===== config.mk =====
export PLATFORM = sky130hd
export DESIGN_NAME = rtt_relay_timer
export DESIGN_NICKNAME = d
export VERILOG_FILES = /design/src/design/rtt_relay_timer.v
export VERILOG_INCLUDE_DIRS = /design/src /design/src/design
export SDC_FILE = /design/constraint.sdc
export NUM_CORES = 1
export LEC_CHECK = 0
export BUFFER_PORTS_ARGS = -buffer_cell sky130_fd_sc_hd__buf_2
export CAP_MARGIN = 20
export CORE_AREA = 2 2 102 80
export DETAILED_ROUTE_END_ITERATION = 6
export DIE_AREA = 0 0 104 82
export HOLD_SLACK_MARGIN = 0.1
export PLACE_DENSITY = 0.65
export SLEW_MARGIN = 10
export SYNTH_ARGS = -nofsm -noshare
export SYNTH_HDL_FRONTEND = slang
export SYNTH_SLANG_ARGS = --single-unit

===== constraint.sdc =====
create_clock -name ref_clk -period 4.8 [get_ports ref_clk]
set_input_delay 0 -clock ref_clk [delete_from_list [all_inputs] [get_ports ref_clk]]
set_output_delay 0 -clock ref_clk [all_outputs]
set_load 0.02 [all_outputs]

===== src/design/rtt_defines.vh =====
`ifndef RTT_DEFINES_VH
`define RTT_DEFINES_VH
`define RTT_MODE_DELAY 2'h0
`define RTT_MODE_PULSE 2'h1
`define RTT_MODE_TOGGLE 2'h2
`define RTT_EDGE_RISE 1'h0
`define RTT_EDGE_FALL 1'h1
`define RTT_CLK_HZ 50000000
`define RTT_DELAY_MS 5000
`define RTT_PULSE_MS 5000
`define RTT_DEBOUNCE_US 10000
`define RTT_DELAY_CYC ((`RTT_CLK_HZ / 1000) * `RTT_DELAY_MS)
`define RTT_PULSE_CYC ((`RTT_CLK_HZ / 1000) * `RTT_PULSE_MS)
`define RTT_DEBOUNCE_CYC ((`RTT_CLK_HZ / 1000000) * `RTT_DEBOUNCE_US)
`define RTT_RST_RELAY 1'h0
`endif


===== src/design/rtt_relay_timer.v =====
`timescale 1ns/1ns
`include "rtt_defines.vh"
module rtt_relay_timer
#(
	parameter [1:0]  MODE         = `RTT_MODE_DELAY,
	parameter        TOGGLE_EDGE  = `RTT_EDGE_RISE,
	parameter [31:0] DELAY_CYC    = `RTT_DELAY_CYC,
	parameter [31:0] PULSE_CYC    = `RTT_PULSE_CYC,
	parameter [31:0] DEBOUNCE_CYC = `RTT_DEBOUNCE_CYC
)
(
	input  wire ref_clk,
	input  wire rst,
	input  wire switched_control_input,
	output reg  relay_coil_q,
	output reg  control_level_q
);
	// Three-stage sync; a change is accepted once stages two and three agree.
	reg        sync1_q;
	reg        sync2_q;
	reg        sync3_q;
	reg        stable_q;
	reg [31:0] bounce_cnt_q;
	reg        filt_q;
	reg        filt_prev_q;
	reg [3:0]  state_q;
	reg [3:0]  state_d;
	reg        relay_d;
	reg [31:0] time_cnt_q;
	reg [31:0] time_cnt_d;
	reg        stable_d;
	reg        filt_d;
	reg [31:0] bounce_cnt_d;
	wire       agree;
	wire       rise;
	wire       fall;
	wire       hit;

	// Each build uses only the states of its own mode.
	localparam [3:0] ST_DLY_OFF  = 4'h0;
	localparam [3:0] ST_DLY_RISE = 4'h1;
	localparam [3:0] ST_DLY_ON   = 4'h2;
	localparam [3:0] ST_DLY_FALL = 4'h3;
	localparam [3:0] ST_PLS_IDLE = 4'h4;
	localparam [3:0] ST_PLS_RUN  = 4'h5;
	localparam [3:0] ST_TGL_BOOT = 4'h6;
	localparam [3:0] ST_TGL_OFF  = 4'h7;
	localparam [3:0] ST_TGL_ON   = 4'h8;

	// A limit of zero is taken as one, so a count can never run away.
	function cnt_done;
		input [31:0] cnt;
		input [31:0] lim;
		begin
			if (lim == 32'h0)
				cnt_done = 1'h1;
			else
				cnt_done = (cnt >= lim - 32'h1);
		end
	endfunction

	// Reset lands each build in the first state of its own mode.
	function [3:0] home_state;
		input [1:0] mode;
		begin
			case (mode)
			`RTT_MODE_PULSE:
				home_state = ST_PLS_IDLE;
			`RTT_MODE_TOGGLE:
				home_state = ST_TGL_BOOT;
			default:
				home_state = ST_DLY_OFF;
			endcase
		end
	endfunction

	always @(posedge ref_clk)
	begin
		if (rst)
		begin
			sync1_q <= 1'h0;
			sync2_q <= 1'h0;
			sync3_q <= 1'h0;
		end
		else
		begin
			sync1_q <= switched_control_input;
			sync2_q <= sync1_q;
			sync3_q <= sync2_q;
		end
	end

	// The filtered level moves only after the agreed level has held still
	// for the full debounce window, so a bouncing button gives one edge.
	assign agree = (sync2_q == sync3_q);

	always @*
	begin
		stable_d     = stable_q;
		filt_d       = filt_q;
		bounce_cnt_d = bounce_cnt_q;
		if (agree)
			stable_d = sync3_q;
		if (!agree || (stable_q == filt_q))
		begin
			bounce_cnt_d = 32'h0;
		end
		else if (cnt_done(bounce_cnt_q, DEBOUNCE_CYC))
		begin
			filt_d       = stable_q;
			bounce_cnt_d = 32'h0;
		end
		else
		begin
			bounce_cnt_d = bounce_cnt_q + 32'h1;
		end
	end

	// The previous filtered level feeds the edge detectors.
	always @(posedge ref_clk)
	begin
		if (rst)
		begin
			stable_q     <= 1'h0;
			bounce_cnt_q <= 32'h0;
			filt_q       <= 1'h0;
			filt_prev_q  <= 1'h0;
		end
		else
		begin
			stable_q     <= stable_d;
			bounce_cnt_q <= bounce_cnt_d;
			filt_q       <= filt_d;
			filt_prev_q  <= filt_q;
		end
	end

	assign rise = filt_q & ~filt_prev_q;
	assign fall = ~filt_q & filt_prev_q;
	assign hit  = (TOGGLE_EDGE == `RTT_EDGE_FALL) ? fall : rise;

	// Next state and next relay level; the registers below hold both.
	always @*
	begin
		state_d    = state_q;
		relay_d    = relay_coil_q;
		time_cnt_d = time_cnt_q;
		case (state_q)
		ST_DLY_OFF:
		begin
			if (filt_q)
			begin
				state_d    = ST_DLY_RISE;
				time_cnt_d = 32'h1;
			end
			else
			begin
				time_cnt_d = 32'h0;
			end
		end

		ST_DLY_RISE:
		begin
			// A level that drops back early cancels the wait.
			if (!filt_q)
			begin
				state_d    = ST_DLY_OFF;
				time_cnt_d = 32'h0;
			end
			else if (cnt_done(time_cnt_q, DELAY_CYC))
			begin
				state_d    = ST_DLY_ON;
				relay_d    = 1'h1;
				time_cnt_d = 32'h0;
			end
			else
			begin
				time_cnt_d = time_cnt_q + 32'h1;
			end
		end

		ST_DLY_ON:
		begin
			if (!filt_q)
			begin
				state_d    = ST_DLY_FALL;
				time_cnt_d = 32'h1;
			end
			else
			begin
				time_cnt_d = 32'h0;
			end
		end

		ST_DLY_FALL:
		begin
			// The relay stays energised for the whole release wait.
			if (filt_q)
			begin
				state_d    = ST_DLY_ON;
				time_cnt_d = 32'h0;
			end
			else if (cnt_done(time_cnt_q, DELAY_CYC))
			begin
				state_d    = ST_DLY_OFF;
				relay_d    = 1'h0;
				time_cnt_d = 32'h0;
			end
			else
			begin
				time_cnt_d = time_cnt_q + 32'h1;
			end
		end

		ST_PLS_IDLE:
		begin
			time_cnt_d = 32'h0;
			if (rise)
			begin
				state_d = ST_PLS_RUN;
				relay_d = 1'h1;
			end
		end

		ST_PLS_RUN:
		begin
			// Activations here are ignored, so no retrigger.
			if (cnt_done(time_cnt_q, PULSE_CYC))
			begin
				state_d    = ST_PLS_IDLE;
				relay_d    = 1'h0;
				time_cnt_d = 32'h0;
			end
			else
			begin
				time_cnt_d = time_cnt_q + 32'h1;
			end
		end

		ST_TGL_BOOT:
		begin
			// Waking up counts as a falling edge, so a falling-edge build pulls the relay in.
			if (TOGGLE_EDGE == `RTT_EDGE_FALL)
			begin
				state_d = ST_TGL_ON;
				relay_d = 1'h1;
			end
			else
			begin
				state_d = ST_TGL_OFF;
			end
		end

		ST_TGL_OFF:
		begin
			if (hit)
			begin
				state_d = ST_TGL_ON;
				relay_d = 1'h1;
			end
		end

		ST_TGL_ON:
		begin
			if (hit)
			begin
				state_d = ST_TGL_OFF;
				relay_d = 1'h0;
			end
		end

		default:
		begin
			state_d    = home_state(MODE);
			relay_d    = `RTT_RST_RELAY;
			time_cnt_d = 32'h0;
		end
		endcase
	end

	// Times are fixed per build; nothing at run time can alter them.
	always @(posedge ref_clk)
	begin
		if (rst)
		begin
			state_q    <= home_state(MODE);
			time_cnt_q <= 32'h0;
		end
		else
		begin
			state_q    <= state_d;
			time_cnt_q <= time_cnt_d;
		end
	end

	// Both outputs come straight from these flops.
	always @(posedge ref_clk)
	begin
		if (rst)
		begin
			relay_coil_q    <= `RTT_RST_RELAY;
			control_level_q <= 1'h0;
		end
		else
		begin
			relay_coil_q    <= relay_d;
			control_level_q <= filt_q;
		end
	end
endmodule // rtt_relay_timer


==> qor.txt, run 1 <==
CP endpoint kind - register
HP Class - input port to register
Int Pwr - 0.888 mW
Worst-path fanout max - 32
Synth top area share - 40.3%
Outcome - completed
CP max stage delay - 430 ps
Critical-path cell list - ha_1, nand3_1, o211ai_1, nand4_2, buf_16, a211oi_1, mux2i_1
Max_cap viols - 0
Vias in the first global route - 2822
Initial antenna violation count - 0
Routed Antenna Nets - 0
Top cells by area, synth - dfxtp_1 40%, nor2_1 4.6%, nand3_1 4.3%, a31oi_1 4.2%, xor2_1 3.1%
Net Sw Power - 0.273 mW
Die ar. - 8530 µm²
Worst relative slew slack - 39.7%
Met3 routed WL - 334 µm
Final layout net count - 455
Gate Count Post-Synth - 447
F_max - 0.400 GHz
Final WL - 7710 µm
Slew @ Worst Pin - 900 ps
Port Buf Inserts - 4
Max Slew Vio Count - 0
Global Route Usage Sum - 19.7%
Worst Reg-to-Reg Cells - 7
Via count - 3135
Initial DRT Pass Iterations - 4
First-pass GRT wire length - 13500 µm
Yosys warns - 0
Met2 wire length - 3390 µm
WP data arrival - 2790 ps
Kind of critical path - register to register
Drt via density - 5.60
# setup viols final - 0
WHS Path Cells - 3
Cell taking the most area after synthesis - dfxtp_1
DR iter-0 viols - 201
Share of cells above drive strength 1 - 8.35%
Power per cell area - 286 nW/µm²
Period utilization - 52.1%
Non-Filler Instances - 560
Clock Latency Late Sink - 350 ps
WL met1 - 3850 µm
Final Hold Vio Count - 0
Worst hold slack - 392 ps
Clock-pin transition on the worst setup and hold timing paths - 90 ps
Row count - 28
Area post-placement - 3810 µm²
Top Metal Used - met4
Post-synth ARST share - 0%
CP Depth - 7
Design area - 4060 µm²
Hpwl dp - 5080 µm
Chip width - 104 µm
Combinational Power Share - 2.6%
Setup TNS - 0 ps
Inst Count DP - 541
FILL cells - 728
Wire length per cell - 13.8 µm
Post-Syn Area - 3730 µm²
CTS tree - built
Setup Fix Bufs, Post-CTS - 0
Post-synth top flop - dfxtp_1
Clk_skew - 12.7 ps
Tmin final - 2500 ps
Sw frac - 23.5%
Bufs and invs on worst path - 1
Initial Util - 49.3%
Peak VDD IR - 0.148 mV
Core Box Area - 7570 µm²
Post-synth EDFFs - 0
Commonest cells post-synth - 75 x dfxtp_1, 46 x nor2_1, 32 x nand3_1, 30 x nand2_1, 25 x a31oi_1
Ant diodes - 0
Cell with the most instances after synthesis - dfxtp_1
Worst setup SP type - register
Part of the power in registers - 55.0%
RSZ-0062 raised after global routing - false
Grt total ovfl - 0
Root Buffer Master - clkbuf_8
Sequential-to-total area share from yosys stat - 40.3%
DRC Markers - 0
CTS max path bufs - 2
Die height - 82 µm
H-tree levels - 3
Unique masters post-synth - 61
Average cell area after synthesis - 8.34 µm²
Area Growth Syn to Fin - 8.90%
Largest net degree at the start of global routing - 44
#FFs+latches synth - 75
Total leakage power - 1.32 nW
Number of I/O pins - 5
CTS sink cnt - 75
Clock share of power - 42.4%
Total power draw - 1.16 mW
Worst EP required - 5090 ps
CTS Buf Count - 9
Critical path's top delay family - simple AND/OR/NAND/NOR gates
GP Congestion - 0.863
Worst path slowest cell - dfxtp_1
[path summary, 6_finish.rpt]
check                               from         end  slack [ps]
hold / removal    switched_control_input     sync1_q         390
hold reg to reg                  sync1_q     sync2_q         440
setup reg to reg           time_cnt_q[0]  state_q[1]        2300
setup / recovery           time_cnt_q[0]  state_q[1]        2300
[cell usage in the layout (no fill, tap or decap), types with 7 or more instances in the layout]
master    count
a21oi_1      13
a31oi_1      25
and3_1       12
clkbuf_8      9
conb_1       13
dfxtp_1      75
inv_1        13
nand2_1      30
nand3_1      32
nand4_1      18
nor2_1       46
nor2b_1      14
nor3_1       11
o21ai_0       7
xnor2_1      10
xor2_1       13
[kinds of logic after synthesis]
family | count (synthesis) | share of synthesized area (%)
compound gates | 90 | 16.6
xor+xnor | 23 | 5.40
fa+ha+maj | 2 | 0.671
other cells | 1 | 0.101
mux | 3 | 0.806
buf+inv | 41 | 4.63
flops | 75 | 40.3
simple gates | 212 | 31.5
[state kept, by name (all words and copies together), names as in the netlist]
signal,flops
bounce_cnt_q,32
state_q,4
filt_prev_q,1
sync2_q,1
sync3_q,1
relay_coil_q,1
sync1_q,1
time_cnt_q,32
stable_q,1
filt_q,1
[through the flow]
stage	setup slack, ps	utilization, %
final	2300	53.6
after global routing	2040	53.6
after CTS	1860	53.3
after detailed placement	1890	50.4
after global placement	1940	50.4
after floorplan	2970	-
[cell type report]
type / count / area [µm²] / share of cell area [%]
Timing Repair Buffer: 8 / 75.1 / 1.85
Multi-Input combinational cell: 343 / 2100 / 51.8
Sequential cell: 75 / 1500 / 37.0
Inverter: 13 / 48.8 / 1.20
Clock buffer: 9 / 124 / 3.05
Tap cell: 105 / 131 / 3.24
Clock inverter: 7 / 73.8 / 1.82
[power groups by stage]
stage / registers [mW] / clock network (mW) / logic (mW)
2_1_floorplan: 0.648 / 0 / 0.0295
3_3_place_gp: 0.653 / 0 / 0.0288
3_5_place_dp: 0.653 / 0 / 0.0291
4_1_cts: 0.639 / 0.509 / 0.0305
5_1_grt: 0.641 / 0.533 / 0.0349
6_report: 0.639 / 0.492 / 0.0305
[repair_timing]
action,4_1_cts,5_1_grt
endpoints found under the setup margin,0,0
hold buffers,2,0
endpoints found under the hold margin,2,0
resized for setup,0,0
[tightest hold or removal path, stage by stage]
cell,delay [ps]
dlygate4sd3_1,510
buf_2,90
nor2b_1,110
[metal layers]
metal / vias up / global-route usage (%)
met5: - / 0
met4: 0 / 7.97
met3: 12 / 4.76
met2: 61 / 30.9
met1: 1431 / 26.3
li1: 1631 / -
Note: power is estimated with default switching activity, not from simulation.
==> run 2, diff against run 1 <==
--- a/config.mk
+++ b/config.mk
@@ -6,11 +6,12 @@
 export SDC_FILE = /design/constraint.sdc
 export NUM_CORES = 1
 export LEC_CHECK = 0
+export ABC_AREA = 1
 export BUFFER_PORTS_ARGS = -buffer_cell sky130_fd_sc_hd__buf_2
 export CAP_MARGIN = 20
-export CORE_AREA = 2 2 102 80
+export CORE_AREA = 2 2 108 84
 export DETAILED_ROUTE_END_ITERATION = 6
-export DIE_AREA = 0 0 104 82
+export DIE_AREA = 0 0 110 86
 export HOLD_SLACK_MARGIN = 0.1
 export PLACE_DENSITY = 0.65
 export SLEW_MARGIN = 10
==> constraint.sdc (replaced) <==
create_clock -name ref_clk -period 2.3 [get_ports ref_clk]
set_input_delay 0 -clock ref_clk [delete_from_list [all_inputs] [get_ports ref_clk]]
set_output_delay 0 -clock ref_clk [all_outputs]
set_load 0.02 [all_outputs]
==> qor.txt, run 2 <==
Outcome - completed
Kind of critical path - register to register
Number of I/O pins - 5 (unchanged)
Net Sw Power - 1.12 mW (+310%)
Die ar. - 9460 µm² (+11%)
Total leakage power - 2.02 nW (+53%)
Max_cap viols - 0 (unchanged)
Combinational Power Share - 25.3% (+23 points)
Worst-path fanout max - 10 (-69%)
DR iter-0 viols - 210 (+4.5%)
Slew @ Worst Pin - 535 ps (-366 ps)
Global Route Usage Sum - 19.5% (-0.19 points)
Peak VDD IR - 0.480 mV (+220%)
Unique masters post-synth - 44 (-28%)
Clock Latency Late Sink - 360 ps (about the same)
Die height - 86 µm (+4.9%)
Part of the power in registers - 43.0% (-12 points)
Cell with the most instances after synthesis - nand2_1
# setup viols final - 0 (unchanged)
Area post-placement - 4360 µm² (+14%)
Top cells by area, synth - dfxtp_1 36%, nand2_1 10%, nor2_1 6.3%, nand2_4 5.9%, inv_1 5.8%
Core Box Area - 8310 µm² (+9.8%)
Clock-pin transition on the worst setup and hold timing paths - 80 ps (about the same)
CTS Buf Count - 9 (unchanged)
Worst Reg-to-Reg Cells - 13 (+6)
DRC Markers - 0 (unchanged)
Post-Syn Area - 4180 µm² (+12%)
Clk_skew - 6.71 ps (-5.98 ps)
Setup Fix Bufs, Post-CTS - 0 (unchanged)
RSZ-0062 raised after global routing - false
First-pass GRT wire length - 14400 µm (+6.5%)
Post-synth ARST share - 0% (unchanged)
Commonest cells post-synth - 115 x nand2_1, 75 x dfxtp_1, 70 x nor2_1, 64 x inv_1
Max Slew Vio Count - 0 (unchanged)
Worst relative slew slack - 64.2% (+24 points)
Vias in the first global route - 3196 (+13%)
Root Buffer Master - clkbuf_8
Inst Count DP - 677 (+25%)
Ant diodes - 0 (unchanged)
Non-Filler Instances - 695 (+24%)
Average cell area after synthesis - 7.47 µm² (-10%)
Sequential-to-total area share from yosys stat - 35.9% (-4.3 points)
Total power draw - 3.26 mW (+180%)
CTS sink cnt - 75 (unchanged)
Final Hold Vio Count - 0 (unchanged)
F_max - 0.486 GHz (+21%)
Post-CTS sizing - 0 (unchanged)
CTS max path bufs - 2 (unchanged)
Most frequent cells in the layout - 115 x nand2_1, 75 x dfxtp_1, 70 x nor2_1
Wire length per cell - 12.0 µm (-13%)
CP endpoint kind - register
Gate Count Post-Synth - 559 (+25%)
Final WL - 8310 µm (+7.7%)
WP data arrival - 2290 ps (-500 ps)
Register area - 1500 µm² (unchanged)
Initial DRT Pass Iterations - 4 (unchanged)
Hpwl dp - 6150 µm (+21%)
H-tree levels - 3 (unchanged)
Int Pwr - 2.14 mW (+140%)
#FFs+latches synth - 75 (unchanged)
Tmin final - 2060 ps (-440 ps)
Share of cells above drive strength 1 - 20.6% (+12 points)
Final layout net count - 587 (+29%)
Period utilization - 89.5% (+37 points)
Area Growth Syn to Fin - 9.67%
Cell taking the most area after synthesis - dfxtp_1
Drt via density - 4.97 (-11%)
Clock share of power - 31.7% (-11 points)
Initial antenna violation count - 0 (unchanged)
Post-CTS Hold Fix Bufs - 2 (unchanged)
Largest net degree at the start of global routing - 28 (-36%)
Setup TNS - 0 ps (unchanged)
Biggest regs - bounce_cnt_q x32, time_cnt_q x32, state_q x4
Power per cell area - 711 nW/µm² (+150%)
Yosys warns - 0 (unchanged)
Chip width - 110 µm (+5.8%)
Initial Util - 50.3% (+1.0 points)
Worst setup SP type - register
Most common cell after layout, fill and taps aside - nand2_1
Routed Antenna Nets - 0 (unchanged)
Post-synth EDFFs - 0 (unchanged)
Design area - 4580 µm² (+13%)
Worst EP required - 2530 ps (-2560 ps)
Synth top area share - 35.9% (-4.3 points)
Grt total ovfl - 0 (unchanged)
Via count - 3451 (+10%)
CTS tree - built
Port Buf Inserts - 4 (unchanged)
Sw frac - 34.5% (+11 points)
FILL cells - 790 (+8.5%)
Post-synth top flop - dfxtp_1
HP Class - input port to register
Multi-input gate area - 2350 µm² (+12%)
Row count - 29 (+3.6%)
WHS Path Cells - 4 (+1)
GP Congestion - 0.932 (+8.0%)
run 2: path summary, 6_finish.rpt:
path | slack [ps] | endpoint | start
hold reg to reg | 410 | sync2_q | sync1_q
setup reg to reg | 240 | time_cnt_q[4] | time_cnt_q[1]
setup / recovery | 240 | time_cnt_q[4] | time_cnt_q[1]
hold / removal | 370 | sync1_q | switched_control_input
run 2: power by group through the flow:
stage	clock [mW]	sequential (mW)	combinational (mW)
6_report	1.03	1.40	0.826
5_1_grt	1.12	1.41	0.948
4_1_cts	1.07	1.40	0.829
3_5_place_dp	0	1.43	0.824
3_3_place_gp	0	1.43	0.822
2_1_floorplan	0	1.43	0.671
run 2: worst max-delay path, stage by stage (launching register included):
cell and delay (ps):
dfxtp_1 360, ha_1 190, nand2_1 100, nor2_4 160, nand2_1 70, nand2_1 80, nand2_1 70, nand2_2 80
nand2_4 80, nand4_2 120, nand3_4 260, buf_12 250, nand2_1 60, a21oi_1 50
run 2: kinds of logic (layout without fill, tap and decap cells):
logic type               after synthesis  in the layout  share of synthesized area, %
other                                  1             13                        0.0898
AO/OA/AOI/OAI                         66             66                          11.2
adder cells (fa/ha/maj)                2              2                         0.599
XOR/XNOR                              27             27                          5.66
AND/OR/NAND/NOR                      300            300                          37.7
flip-flops                            75             75                          35.9
buffers and inverters                 88            104                          8.81
run 2: layout make-up:
class | instances | share of cell area [%]
clock buffers | 9 | 2.70
repair buffers | 11 | 2.24
multi-input cells | 408 | 51.4
well taps | 108 | 2.95
inverters | 77 | 6.31
flip-flops and latches | 75 | 32.8
clock inverters | 7 | 1.67
run 2: metrics by stage:
stage               util [%]  hold WS (ps)  setup slack [ps]
global route            55.1           385              85.6
finish                  55.1           370               241
CTS                     55.1           359               227
global placement        52.5           200               303
floorplan                  -           107               601
detailed placement      52.5           208               246
run 2: per-layer routing:
layer	vias up	share of wire, %	GRT usage [%]
met5	-	0	0
met4	0	1.3	5.75
met3	12	3.9	5.78
met2	45	43	29.6
met1	1586	52	26.7
li1	1808	-	-
==> run 3, diff against run 2 <==
--- a/config.mk
+++ b/config.mk
@@ -13,7 +13,8 @@
 export DETAILED_ROUTE_END_ITERATION = 6
 export DIE_AREA = 0 0 110 86
 export HOLD_SLACK_MARGIN = 0.1
-export PLACE_DENSITY = 0.65
+export PLACE_DENSITY = 0.68
+export SETUP_SLACK_MARGIN = 0.15
 export SLEW_MARGIN = 10
 export SYNTH_ARGS = -nofsm -noshare
 export SYNTH_HDL_FRONTEND = slang
==> constraint.sdc (replaced) <==
create_clock -name ref_clk -period 1.67 [get_ports ref_clk]
set_input_delay 0 -clock ref_clk [delete_from_list [all_inputs] [get_ports ref_clk]]
set_output_delay 0 -clock ref_clk [all_outputs]
set_load 0.02 [all_outputs]
==> qor.txt, run 3 (synthesized netlist as in run 2, its figures left out) <==
Outcome - finished, violations left
Failing checks - setup timing
Via count - 3870 (+12%)
WP data arrival - 2080 ps (-210 ps)
CP max stage delay - 370 ps (about the same)
Grt total ovfl - 0 (unchanged)
Root Buffer Master - clkbuf_8
Clock Latency Late Sink - 360 ps (about the same)
Chip width - 110 µm (unchanged)
Initial DRT Pass Iterations - 4 (unchanged)
Kind of critical path - register to register
CTS sink cnt - 75 (unchanged)
Max_cap viols - 0 (unchanged)
HP Class - input port to register
# setup viols final - 39 (+39)
Total leakage power - 2.49 nW (+23%)
First-pass GRT wire length - 16800 µm (+16%)
Util after Layout - 66.1% (+11 points)
Worst-path fanout max - 4 (-6)
Area Growth Syn to Fin - 31.6%
Drt via density - 5.05 (+1.6%)
F_max - 0.563 GHz (+16%)
CTS tree - built
Most common cell after layout, fill and taps aside - nand2_1
Port Buf Inserts - 4 (unchanged)
Ant diodes - 0 (unchanged)
Total power draw - 4.70 mW (+44%)
Initial antenna violation count - 0 (unchanged)
Worst hold slack - 404 ps (+34.5 ps)
Worst path slowest cell - dfxtp_2
H-tree levels - 3 (unchanged)
Number of I/O pins - 5 (unchanged)
CTS max path bufs - 2 (unchanged)
Tmin final - 1780 ps (-282 ps)
Biggest regs - bounce_cnt_q x32, time_cnt_q x32, state_q x4
CP endpoint kind - register
Period utilization - 106% (+17 points)
Clk_skew - 15.8 ps (+9.11 ps)
DRC Markers - 0 (unchanged)
Clock-pin transition on the worst setup and hold timing paths - 80 ps (about the same)
Peak VDD IR - 1.03 mV (+110%)
DR iter-0 viols - 191 (-9.0%)
Global Route Usage Sum - 22.8% (+3.3 points)
CTS Buf Count - 9 (unchanged)
GP Congestion - 0.968 (+3.9%)
Final WL - 10200 µm (+23%)
Critical path's top delay family - simple AND/OR/NAND/NOR gates
Vias in the first global route - 3613 (+13%)
Final Hold Vio Count - 0 (unchanged)
Critical-path cell list - ha_4, nand3_4, nor2_4, inv_2, nor2_4, nand2_2, nor2_4, nand2_2, nor3_2, xor2_1, inv_1, nor2_1
Worst setup SP type - register
Row count - 29 (unchanged)
Cell mode on critical path - nor2_4
Power per cell area - 855 nW/µm² (+20%)
Final layout net count - 660 (+12%)
Max Slew Vio Count - 0 (unchanged)
Core Box Area - 8310 µm² (unchanged)
Die ar. - 9460 µm² (unchanged)
Share of cells above drive strength 1 - 36.7% (+16 points)
Worst EP required - 1970 ps (-560 ps)
Initial Util - 50.3% (unchanged)
Final setup margin - -107 ps (-348 ps)
Largest net degree at the start of global routing - 33 (+18%)
Routed Antenna Nets - 0 (unchanged)
Bufs and invs on worst path - 2 (+1)
Most frequent cells in the layout - 108 x nand2_1, 64 x inv_1, 64 x dfxtp_1
Hpwl dp - 6930 µm (+13%)
Setup TNS - -1530 ps (-1530 ps)
Wire length per cell - 13.3 µm (+11%)
Die height - 86 µm (unchanged)
RSZ-0062 raised after global routing - true
FILL cells - 666 (-16%)
==> run 3: worst reg2reg max path: stages, from the launching register on <==
cell     delay, ps
dfxtp_2        370
ha_4           150
nand3_4         80
nor2_4         180
inv_2           80
nor2_4         110
nand2_2         80
nor2_4         140
nand2_2        100
nor3_2         130
xor2_1         170
inv_1           60
nor2_1          70
==> run 3: power breakdown <==
part           leakage, nW  switching (mW)  internal (mW)
combinational         1.79           0.845          0.517
clock               0.0894           0.716          0.693
sequential           0.616          0.0679           1.86
==> run 3: repair_timing <==
item,4_1_cts,5_1_grt
pin swaps,14,13
setup buffers,10,6
resized for setup,37,34
cloned,2,0
endpoints found under the hold margin,9,0
endpoints found under the setup margin,53,53
hold buffers,3,0
==> run 3: routing by layer <==
metal  wire [µm]  track usage, %  part of all wire (%)
met5           0               0                     0
met3         395            5.47                   3.9
met2        4750            36.6                    47
met4         126            5.64                   1.2
met1        4910            30.9                    48
==> run 3: final timing paths <==
| path | from | end | slack (ps) | depth (start not counted) |
|---|---|---|---|---|
| setup / recovery | bounce_cnt_q[0] | bounce_cnt_q[12] | -110 | 12 |
| setup reg to reg | bounce_cnt_q[0] | bounce_cnt_q[12] | -110 | 12 |
| hold reg to reg | sync1_q | sync2_q | 410 | 2 |
| hold / removal | rst | sync2_q | 400 | 3 |
==> run 3: area by class of cell <==
| type | instances | area, µm² | area share (%) |
|---|---|---|---|
| multi-input combinational | 408 | 2620 | 47.6 |
| sequential | 75 | 1520 | 27.6 |
| timing repair buffer | 84 | 748 | 13.6 |
| inverter | 77 | 289 | 5.26 |
| tap | 108 | 135 | 2.46 |
| clock buffer | 10 | 128 | 2.32 |
| clock inverter | 5 | 62.6 | 1.14 |
==> run 3: per-stage QoR <==
step / cells / area (µm²) / setup slack [ps]
final: 767 / 5500 / -107
after global routing: 767 / 5500 / -199
after CTS: 761 / 5340 / -71.7
after detailed placement: 731 / 4860 / -151
after global placement: 731 / 4860 / -48.1
after floorplan: 571 / 4300 / -4.30
